--- config.mk ---
export PLATFORM = sky130hd
export DESIGN_NAME = timer_flag_prescale_overflow_ctrl
export DESIGN_NICKNAME = d
export VERILOG_FILES = /design/src/rtl/timer_pkg.sv /design/src/rtl/timer_flag_prescale_overflow_ctrl.sv
export SDC_FILE = /design/constraint.sdc
export NUM_CORES = 1
export LEC_CHECK = 0
export BUFFER_PORTS_ARGS = -buffer_cell sky130_fd_sc_hd__buf_2
export CAP_MARGIN = 20
export CORE_MARGIN = 10
export CORE_UTILIZATION = 59
export CTS_CLUSTER_SIZE = 10
export DETAILED_ROUTE_END_ITERATION = 8
export PLACE_DENSITY = 0.91
export SLEW_MARGIN = 20
export SYNTH_ARGS = -nofsm -noshare
export SYNTH_HDL_FRONTEND = slang
export SYNTH_SLANG_ARGS = --single-unit
--- constraint.sdc ---
create_clock -name clk -period 6.09 [get_ports clk]
set_clock_uncertainty 0.1 [all_clocks]
set_input_delay 0.9135 -clock clk [delete_from_list [all_inputs] [get_ports clk]]
set_output_delay 0.9135 -clock clk [all_outputs]
set_load 0.01 [all_outputs]
--- src/rtl/timer_pkg.sv ---
// Package with register indices, field positions and reset values of the timer control block.
package timer_pkg;

  localparam int ADDR_W = 8;
  localparam int IDX_W = 6;
  localparam int CNT_W = 16;
  localparam int MAX_CHAN = 8;

  // Register indices; the byte address is four times the index.
  localparam logic [IDX_W-1:0] IDX_CHAN_MODE = 6'h00;
  localparam logic [IDX_W-1:0] IDX_FORCE = 6'h01;
  localparam logic [IDX_W-1:0] IDX_CNT_HI = 6'h04;
  localparam logic [IDX_W-1:0] IDX_CNT_LO = 6'h05;
  localparam logic [IDX_W-1:0] IDX_SYS_CTL = 6'h06;
  localparam logic [IDX_W-1:0] IDX_TOGGLE = 6'h07;
  localparam logic [IDX_W-1:0] IDX_FINE_PRE = 6'h08;
  localparam logic [IDX_W-1:0] IDX_OVF_MASK = 6'h0B;
  localparam logic [IDX_W-1:0] IDX_CHAN_MASK = 6'h0C;
  localparam logic [IDX_W-1:0] IDX_SYS_CTL2 = 6'h0D;
  localparam logic [IDX_W-1:0] IDX_CHAN_FLAG = 6'h0E;
  localparam logic [IDX_W-1:0] IDX_OVF_FLAG = 6'h0F;
  localparam logic [IDX_W-1:0] IDX_CHAN_BASE = 6'h10;
  localparam logic [IDX_W-1:0] IDX_CHAN_LAST = 6'h1F;
  localparam logic [IDX_W-1:0] IDX_ACC_HI = 6'h22;
  localparam logic [IDX_W-1:0] IDX_ACC_LO = 6'h23;

  // Field positions in the system control register.
  localparam int SYS_ENABLE_BIT = 7;
  localparam int SYS_ACC_EN_BIT = 6;
  localparam int FREEZE_STOP_BIT = 5;
  localparam int FAST_CLR_BIT = 4;
  localparam int PREC_SEL_BIT = 3;
  // Overflow flag and its mask sit in bit 7 of their registers.
  localparam int OVF_BIT = 7;
  localparam int LEGACY_PRE_W = 3;

  localparam logic [7:0] RESET_BYTE = 8'h00;
  localparam logic [CNT_W-1:0] RESET_WORD = 16'h0000;
  localparam logic [CNT_W-1:0] CNT_MAX = 16'hFFFF;

endpackage : timer_pkg

--- src/rtl/timer_flag_prescale_overflow_ctrl.sv ---
// Timer control block: freeze stop, fast flag clear, prescale select and overflow toggle.
//
// Local design decision: the APB interface to the registers.
module timer_flag_prescale_overflow_ctrl #(
  parameter int NUM_CHAN = 4
) (
  input wire logic clk,
  input wire logic rst_b,
  input wire logic psel,
  input wire logic penable,
  input wire logic pwrite,
  input wire logic [timer_pkg::ADDR_W-1:0] paddr,
  input wire logic [31:0] pwdata,
  input wire logic [3:0] pstrb,
  output logic [31:0] prdata,
  output logic pready,
  output logic pslverr,
  input wire logic freeze_mode,
  input wire logic [NUM_CHAN-1:0] capture_in,
  input wire logic pulse_in,
  output logic [NUM_CHAN-1:0] compare_out,
  output logic irq
);

  if (NUM_CHAN < 1 || NUM_CHAN > timer_pkg::MAX_CHAN) begin : g_bad_chan
    $error("NUM_CHAN must lie between 1 and 8");
  end

  function automatic logic [7:0] pick_byte(input logic [15:0] word, input logic low);
    pick_byte = low ? word[7:0] : word[15:8];
  endfunction : pick_byte

  function automatic logic is_mapped(input logic [timer_pkg::IDX_W-1:0] idx);
    logic hit;
    hit = 1'b0;
    if (idx == timer_pkg::IDX_CHAN_MODE || idx == timer_pkg::IDX_FORCE ||
        idx == timer_pkg::IDX_CNT_HI || idx == timer_pkg::IDX_CNT_LO ||
        idx == timer_pkg::IDX_SYS_CTL || idx == timer_pkg::IDX_TOGGLE ||
        idx == timer_pkg::IDX_FINE_PRE || idx == timer_pkg::IDX_OVF_MASK ||
        idx == timer_pkg::IDX_CHAN_MASK || idx == timer_pkg::IDX_SYS_CTL2 ||
        idx == timer_pkg::IDX_CHAN_FLAG || idx == timer_pkg::IDX_OVF_FLAG ||
        idx == timer_pkg::IDX_ACC_HI || idx == timer_pkg::IDX_ACC_LO) begin
      hit = 1'b1;
    end
    if (idx >= timer_pkg::IDX_CHAN_BASE && idx <= timer_pkg::IDX_CHAN_LAST) begin
      hit = 1'b1;
    end
    is_mapped = hit;
  endfunction : is_mapped

  // Synchronisers for pins from outside the clock domain.
  logic frz_s1_reg, frz_s2_reg;
  logic [NUM_CHAN-1:0] cap_s1_reg, cap_s2_reg, cap_d_reg;
  logic pulse_s1_reg, pulse_s2_reg, pulse_d_reg;

  // Software-visible state.
  logic enable_reg, acc_en_reg, freeze_stop_ctl_reg, fast_flag_clear_ctl_reg;
  logic precision_select_reg, prec_locked_reg;
  logic [timer_pkg::LEGACY_PRE_W-1:0] legacy_prescale_reg;
  logic [7:0] fine_prescale_reg;
  logic [NUM_CHAN-1:0] chan_mode_reg;
  logic [NUM_CHAN-1:0] overflow_toggle_enable_reg;
  logic [NUM_CHAN-1:0] chan_mask_reg;
  logic ovf_mask_reg;
  logic [NUM_CHAN-1:0] channel_event_flag_reg;
  logic overflow_flag_reg;
  logic [timer_pkg::CNT_W-1:0] chan_val_reg [NUM_CHAN];
  logic [timer_pkg::CNT_W-1:0] counter_value_reg;
  logic [7:0] presc_cnt_reg;
  logic [timer_pkg::CNT_W-1:0] accum_reg;
  logic [31:0] prdata_reg;
  logic pslverr_reg;

  // Bus decode.
  logic [timer_pkg::IDX_W-1:0] idx;
  logic bad_addr, setup_phase, access_ok, wr, rd, is_chan, chan_low;
  logic [2:0] chan_num;
  logic [7:0] wdat;
  logic [7:0] rd_byte;

  assign idx = paddr[timer_pkg::ADDR_W-1:2];
  assign bad_addr = !is_mapped(idx) || (paddr[1:0] != 2'b00);
  assign setup_phase = psel && !penable;
  assign access_ok = psel && penable && !bad_addr;
  assign wr = access_ok && pwrite && pstrb[0];
  assign rd = access_ok && !pwrite;
  assign wdat = pwdata[7:0];
  assign is_chan = (idx >= timer_pkg::IDX_CHAN_BASE) && (idx <= timer_pkg::IDX_CHAN_LAST);
  assign chan_num = idx[3:1];
  assign chan_low = idx[0];

  // The slave never waits, so every access completes in two cycles.
  assign pready = 1'b1;
  assign prdata = prdata_reg;
  assign pslverr = pslverr_reg;

  // Prescaler and counter timing.
  logic frz_stop, run, tick, ovf_event;
  logic [7:0] div_last;
  logic [NUM_CHAN-1:0] match_event, capture_event, force_req;
  logic [NUM_CHAN-1:0] fast_clr_chan, w1c_chan;
  logic fast_clr_ovf, w1c_ovf;

  assign frz_stop = frz_s2_reg && freeze_stop_ctl_reg;
  assign run = enable_reg && !frz_stop;

  always_comb begin
    if (precision_select_reg) begin
      div_last = fine_prescale_reg;
    end else begin
      div_last = 8'((9'h001 << legacy_prescale_reg) - 9'h001);
    end
  end

  assign tick = run && (presc_cnt_reg >= div_last);
  assign ovf_event = tick && (counter_value_reg == timer_pkg::CNT_MAX);

  always_comb begin
    for (int i = 0; i < NUM_CHAN; i++) begin
      match_event[i] = tick && chan_mode_reg[i] &&
                       (16'(counter_value_reg + 16'h0001) == chan_val_reg[i]);
      capture_event[i] = !chan_mode_reg[i] && cap_s2_reg[i] && !cap_d_reg[i];
      force_req[i] = wr && (idx == timer_pkg::IDX_FORCE) && wdat[i] && chan_mode_reg[i];
      w1c_chan[i] = wr && (idx == timer_pkg::IDX_CHAN_FLAG) && wdat[i];
      // Reading a capture or writing a compare clears only with fast clear on.
      fast_clr_chan[i] = fast_flag_clear_ctl_reg && is_chan && (32'(chan_num) == i) &&
                         ((rd && !chan_mode_reg[i]) || (wr && chan_mode_reg[i]));
    end
  end

  assign w1c_ovf = wr && (idx == timer_pkg::IDX_OVF_FLAG) && wdat[timer_pkg::OVF_BIT];
  // Any access to either counter byte counts, whatever the strobes say.
  assign fast_clr_ovf = fast_flag_clear_ctl_reg && access_ok &&
                        (idx == timer_pkg::IDX_CNT_HI || idx == timer_pkg::IDX_CNT_LO);

  always_ff @(posedge clk or negedge rst_b) begin
    if (!rst_b) begin
      frz_s1_reg <= 1'b0;
      frz_s2_reg <= 1'b0;
      cap_s1_reg <= '0;
      cap_s2_reg <= '0;
      cap_d_reg <= '0;
      pulse_s1_reg <= 1'b0;
      pulse_s2_reg <= 1'b0;
      pulse_d_reg <= 1'b0;
    end else begin
      frz_s1_reg <= freeze_mode;
      frz_s2_reg <= frz_s1_reg;
      cap_s1_reg <= capture_in;
      cap_s2_reg <= cap_s1_reg;
      cap_d_reg <= cap_s2_reg;
      pulse_s1_reg <= pulse_in;
      pulse_s2_reg <= pulse_s1_reg;
      pulse_d_reg <= pulse_s2_reg;
    end
  end

  // System control; precision select takes only the first write after reset.
  always_ff @(posedge clk or negedge rst_b) begin
    if (!rst_b) begin
      enable_reg <= 1'b0;
      acc_en_reg <= 1'b0;
      freeze_stop_ctl_reg <= 1'b0;
      fast_flag_clear_ctl_reg <= 1'b0;
      precision_select_reg <= 1'b0;
      prec_locked_reg <= 1'b0;
    end else if (wr && idx == timer_pkg::IDX_SYS_CTL) begin
      enable_reg <= wdat[timer_pkg::SYS_ENABLE_BIT];
      acc_en_reg <= wdat[timer_pkg::SYS_ACC_EN_BIT];
      freeze_stop_ctl_reg <= wdat[timer_pkg::FREEZE_STOP_BIT];
      fast_flag_clear_ctl_reg <= wdat[timer_pkg::FAST_CLR_BIT];
      if (!prec_locked_reg) begin
        precision_select_reg <= wdat[timer_pkg::PREC_SEL_BIT];
      end
      prec_locked_reg <= 1'b1;
    end
  end

  // Plain configuration registers.
  always_ff @(posedge clk or negedge rst_b) begin
    if (!rst_b) begin
      legacy_prescale_reg <= '0;
      fine_prescale_reg <= timer_pkg::RESET_BYTE;
      chan_mode_reg <= '0;
      overflow_toggle_enable_reg <= '0;
      chan_mask_reg <= '0;
      ovf_mask_reg <= 1'b0;
    end else if (wr) begin
      unique case (idx)
        timer_pkg::IDX_SYS_CTL2: legacy_prescale_reg <= wdat[timer_pkg::LEGACY_PRE_W-1:0];
        timer_pkg::IDX_FINE_PRE: fine_prescale_reg <= wdat;
        timer_pkg::IDX_CHAN_MODE: chan_mode_reg <= wdat[NUM_CHAN-1:0];
        // Bits above the channel count are simply not stored.
        timer_pkg::IDX_TOGGLE: overflow_toggle_enable_reg <= wdat[NUM_CHAN-1:0];
        timer_pkg::IDX_CHAN_MASK: chan_mask_reg <= wdat[NUM_CHAN-1:0];
        timer_pkg::IDX_OVF_MASK: ovf_mask_reg <= wdat[timer_pkg::OVF_BIT];
        default: ;
      endcase
    end
  end

  // Prescale divider and main counter; both stand still while frozen with freeze stop set.
  always_ff @(posedge clk or negedge rst_b) begin
    if (!rst_b) begin
      presc_cnt_reg <= timer_pkg::RESET_BYTE;
      counter_value_reg <= timer_pkg::RESET_WORD;
    end else if (run) begin
      if (tick) begin
        presc_cnt_reg <= timer_pkg::RESET_BYTE;
        counter_value_reg <= 16'(counter_value_reg + 16'h0001);
      end else begin
        presc_cnt_reg <= 8'(presc_cnt_reg + 8'h01);
      end
    end
  end

  // The accumulator ignores freeze entirely, so emulation stops never lose pulses.
  always_ff @(posedge clk or negedge rst_b) begin
    if (!rst_b) begin
      accum_reg <= timer_pkg::RESET_WORD;
    end else if (acc_en_reg && pulse_s2_reg && !pulse_d_reg) begin
      accum_reg <= 16'(accum_reg + 16'h0001);
    end
  end

  // Channel value registers: capture wins over a software write in the same cycle.
  always_ff @(posedge clk or negedge rst_b) begin
    if (!rst_b) begin
      for (int i = 0; i < NUM_CHAN; i++) begin
        chan_val_reg[i] <= timer_pkg::RESET_WORD;
      end
    end else begin
      for (int i = 0; i < NUM_CHAN; i++) begin
        if (capture_event[i]) begin
          chan_val_reg[i] <= counter_value_reg;
        end else if (wr && is_chan && 32'(chan_num) == i) begin
          if (chan_low) begin
            chan_val_reg[i][7:0] <= wdat;
          end else begin
            chan_val_reg[i][15:8] <= wdat;
          end
        end
      end
    end
  end

  // Sticky flags: a new event in the clearing cycle keeps the flag set.
  always_ff @(posedge clk or negedge rst_b) begin
    if (!rst_b) begin
      channel_event_flag_reg <= '0;
      overflow_flag_reg <= 1'b0;
    end else begin
      channel_event_flag_reg <= (channel_event_flag_reg & ~(w1c_chan | fast_clr_chan)) |
                                capture_event | match_event;
      overflow_flag_reg <= (overflow_flag_reg && !(w1c_ovf || fast_clr_ovf)) ||
                           ovf_event;
    end
  end

  // Output compare pins; the overflow toggle suppresses a forced action.
  always_ff @(posedge clk or negedge rst_b) begin
    if (!rst_b) begin
      compare_out <= '0;
    end else begin
      for (int i = 0; i < NUM_CHAN; i++) begin
        if (chan_mode_reg[i]) begin
          if (ovf_event && overflow_toggle_enable_reg[i]) begin
            compare_out[i] <= !compare_out[i];
          end else if (force_req[i] || match_event[i]) begin
            compare_out[i] <= !compare_out[i];
          end
        end
      end
    end
  end

  assign irq = |(channel_event_flag_reg & chan_mask_reg) || (overflow_flag_reg && ovf_mask_reg);

  // Read multiplexer.
  always_comb begin
    rd_byte = timer_pkg::RESET_BYTE;
    unique case (idx)
      timer_pkg::IDX_CHAN_MODE: rd_byte = 8'(chan_mode_reg);
      timer_pkg::IDX_CNT_HI: rd_byte = pick_byte(counter_value_reg, 1'b0);
      timer_pkg::IDX_CNT_LO: rd_byte = pick_byte(counter_value_reg, 1'b1);
      timer_pkg::IDX_SYS_CTL: begin
        rd_byte[timer_pkg::SYS_ENABLE_BIT] = enable_reg;
        rd_byte[timer_pkg::SYS_ACC_EN_BIT] = acc_en_reg;
        rd_byte[timer_pkg::FREEZE_STOP_BIT] = freeze_stop_ctl_reg;
        rd_byte[timer_pkg::FAST_CLR_BIT] = fast_flag_clear_ctl_reg;
        rd_byte[timer_pkg::PREC_SEL_BIT] = precision_select_reg;
      end
      timer_pkg::IDX_TOGGLE: rd_byte = 8'(overflow_toggle_enable_reg);
      timer_pkg::IDX_FINE_PRE: rd_byte = fine_prescale_reg;
      timer_pkg::IDX_OVF_MASK: rd_byte[timer_pkg::OVF_BIT] = ovf_mask_reg;
      timer_pkg::IDX_CHAN_MASK: rd_byte = 8'(chan_mask_reg);
      timer_pkg::IDX_SYS_CTL2: rd_byte = 8'(legacy_prescale_reg);
      timer_pkg::IDX_CHAN_FLAG: rd_byte = 8'(channel_event_flag_reg);
      timer_pkg::IDX_OVF_FLAG: rd_byte[timer_pkg::OVF_BIT] = overflow_flag_reg;
      timer_pkg::IDX_ACC_HI: rd_byte = pick_byte(accum_reg, 1'b0);
      timer_pkg::IDX_ACC_LO: rd_byte = pick_byte(accum_reg, 1'b1);
      default: begin
        for (int i = 0; i < NUM_CHAN; i++) begin
          if (is_chan && 32'(chan_num) == i) begin
            rd_byte = pick_byte(chan_val_reg[i], chan_low);
          end
        end
      end
    endcase
  end

  // Read data and error are captured in the setup cycle and stand through the access.
  always_ff @(posedge clk or negedge rst_b) begin
    if (!rst_b) begin
      prdata_reg <= 32'h00000000;
      pslverr_reg <= 1'b0;
    end else if (setup_phase) begin
      prdata_reg <= (bad_addr || pwrite) ? 32'h00000000 : {24'h000000, rd_byte};
      pslverr_reg <= bad_addr;
    end
  end

endmodule : timer_flag_prescale_overflow_ctrl

==> results.py <==
metrics = {
    "logic_synthesis": {
        "ys_warn_count": 0,
        "netlist_instances": 1155,
        "synth-seq-area-share": 0.391,
        "synth.distinct_cells": 83,
        "synth_edf_count": 0,
        "synth-seq-cells": 169,
        "async_flop_share": 1.00,
        "syn_area_um2": 10800,
        "synth_area_per_cell_um2": 9.36,
        "synth-main-ff-cell": "dfrtp_1",
    },
    "worst_setup_path": {
        "end_kind": "flop",
        "cp-start-kind": "flop",
        "cp_slowest_cell": "nor4_2",
        "critical_path.cell_chain": "ha_1, nand4_2, nor4_2, xnor3_1, and3_1, o2111ai_1, or4_1, a21oi_2, xor2_1",
        "timing.rr.start": "counter_value_reg[0]",
        "cp.arrival_ns": 4.68,
        "r2r_end": "compare_out[2]",
        "rr_worst_depth": 9,
        "rrSetupSlack_ns": 1.69,
        "crit_required_ns": 6.36,
        "critPathMaxFanout": 14,
        "timing.setup.critical_path_class": "flop to flop",
        "cpPeakStageDelay_ns": 0.91,
    },
    "clock_tree": {
        "cts_made_buffers": 17,
        "cts_setup_buffers": 0,
        "cts_buffer_depth": 2,
        "clock-sinks": 169,
        "cts.repair.resized": 0,
        "insertion_delay_ns": 0.45,
        "cts_tree": "done",
        "cts_max_level": 4,
        "ctsRootBufferMaster": "clkbuf_16",
        "clk_pin_slew_ns": 0.07,
        "cts_hold_buf": 0,
    },
    "cells_and_area": {
        "drive_above_1_share": 0.138,
        "fin_area_um2": 11600,
        "largest_register_ffs": 64,
        "area_growth_pct": 7.45,
        "antenna_cells": 0,
        "nets": 1217,
    },
    "floorplan": {
        "top_level_ports": 94,
        "dieArea_um2": 24100,
        "start_util": 0.600,
        "die_x_um": 155,
        "fp.coreArea_um2": 18000,
        "num_rows": 49,
        "fp.dieH_um": 155,
    },
    "routing": {
        "routed-via-count": 9567,
        "post_drt_wl_per_cell_um": 24.3,
        "drt_iter0_drc": 1547,
        "wl_um": 33800,
        "drc": 0,
        "first_pass_iters": 6,
        "viasPerCell": 6.87,
        "ant_nets": 0,
    },
    "global_route": {
        "grt_overflow": 0,
        "grt_pass1_wl_um": 52900,
        "grt_pass1_vias": 9351,
        "grt_usage": 0.278,
        "grt_max_degree": 76,
        "antenna_found_initial": 0,
    },
    "pwr": {
        "leakage_nw": 5.01,
        "ir_worst_vdd_v": 0.000209,
        "power_density_nw_per_um2": 208,
    },
    "timing": {
        "setup_violations": 0,
        "final-hold-violation-count": 0,
        "slew_viol_final": 0,
        "timing.setup.tns_ns": 0,
        "worst_pin_slew_ns": 1.08,
        "fin_crit_ns": 4.40,
        "rsz0062_at_grt": "false",
        "relSlewSlack": 0.276,
        "fmax_mhz": 227,
        "fin_crit_sh": 0.723,
    },
    "place": {
        "gp_congestion": 1.01,
        "postPlaceCellArea_um2": 11000,
        "dpl.hpwl_um": 23700,
        "port-buffer-count": 41,
    },
    "hold_path": {
        "hp-class": "primary input to asynchronous set/reset pin",
    },
    "job": {
        "maxCapViolCount": 0,
    },
    "outcome": {
        "outcome": "complete, no violations",
    },
}
==> Yosys cell counts, types with 8 or more instances <==
cell type  instances  share of area
o211ai_1          11         0.0076
or3_1             12         0.0069
mux2i_1           79          0.073
and3_1            13         0.0075
nor2_1            52          0.018
clkbuf_1          54          0.019
a22oi_1           14         0.0097
inv_1             21         0.0073
mux2_2            39          0.041
buf_1             10         0.0035
a221oi_1           9         0.0073
nand2_1          161          0.056
xnor2_1           62          0.050
nand2b_1           8         0.0046
a21oi_1           34          0.016
nand4_1           17         0.0098
xor2_1            33          0.027
nor3b_1           11         0.0076
nand3_1           31          0.014
ha_1              12          0.014
buf_4             25          0.017
dfrtp_1          169           0.39
a32oi_1            9         0.0073
buf_2             11         0.0051
o21ai_0          100          0.046
nor3_1            18         0.0083
==> worst max-delay path by stage <==
stage	start	endpoint	slack, ns	cells after the start
after detailed placement	counter_value_reg[0]	compare_out[2]	1.88	9
final	counter_value_reg[0]	compare_out[2]	1.69	9
after global placement	counter_value_reg[0]	compare_out[2]	1.90	9
after global routing	counter_value_reg[0]	compare_out[2]	1.65	9
after CTS	counter_value_reg[0]	compare_out[2]	1.83	9
after floorplan	legacy_prescale_reg[0]	compare_out[2]	2.62	16
==> stage by stage <==
stage / std cells / power (mW) / hold WS, ns / setup slack [ns] / util
2_1_floorplan: 1178 / 1.25 / 0.231 / 2.62 / -
3_3_place_gp: 1360 / 1.30 / 0.232 / 1.90 / 0.611
3_5_place_dp: 1360 / 1.30 / 0.237 / 1.88 / 0.611
4_1_cts: 1392 / 2.41 / 0.218 / 1.83 / 0.645
5_1_grt: 1392 / 2.47 / 0.232 / 1.65 / 0.645
6_report: 1392 / 2.41 / 0.211 / 1.69 / 0.645
==> cell families (layout without fill, tap and decap cells) <==
| kind of cell | count (synthesis) | count (layout) | synth area share |
|---|---|---|---|
| compound gates | 240 | 240 | 0.144 |
| xor+xnor | 99 | 99 | 0.0853 |
| fa+ha+maj | 14 | 14 | 0.0157 |
| buf+inv | 123 | 108 | 0.0533 |
| flops | 169 | 169 | 0.391 |
| mux | 124 | 124 | 0.126 |
| other cells | 2 | 25 | 0.000694 |
| simple gates | 384 | 384 | 0.184 |
==> cells in the final DEF (no fill, tap or decap), types with 7 or more instances in the layout <==
master,n
dfrtp_1,169
nand2_1,161
o21ai_0,100
mux2i_1,79
xnor2_1,62
nor2_1,52
buf_2,40
mux2_2,39
a21oi_1,34
xor2_1,33
nand3_1,31
conb_1,25
inv_1,21
nor3_1,18
nand4_1,17
clkbuf_16,17
a22oi_1,14
and3_1,13
buf_4,13
or3_1,12
ha_1,12
o211ai_1,11
a221oi_1,9
a32oi_1,9
nand2b_1,8
nor4_1,7
o2111ai_1,7
nor3b_1,7
==> worst max-delay path: cells and delay by family (launching register included) <==
family	cells	cell delay (ns)
xor gates and xnor gates	2	0.38
DFF	1	0.75
AOI/OAI and AO/OA	2	0.34
adders and majority gates	1	0.57
and+or+nand+nor	4	2.18
==> layer usage <==
metal	part of all wire	vias up	global-route usage
li1	-	4104	-
met1	0.36	4523	0.348
met2	0.45	754	0.418
met3	0.12	186	0.0755
met4	0.067	0	0.171
met5	0	-	0
==> final cells by class <==
| class | instances | area (um2) |
|---|---|---|
| fill | 1432 | 6400 |
| multi-input combinational | 886 | 6110 |
| sequential | 169 | 4230 |
| clock buffer | 19 | 443 |
| timing repair buffer | 54 | 309 |
| tap | 229 | 287 |
| clock inverter | 13 | 155 |
| inverter | 22 | 82.6 |
==> power breakdown <==
part           internal [mW]  switching (mW)  total [mW]
registers               1.13          0.0126        1.15
clock network          0.628           0.501        1.13
logic                 0.0337           0.107       0.140
total                   1.79           0.620        2.41
Note: power is estimated with default switching activity, not from simulation.
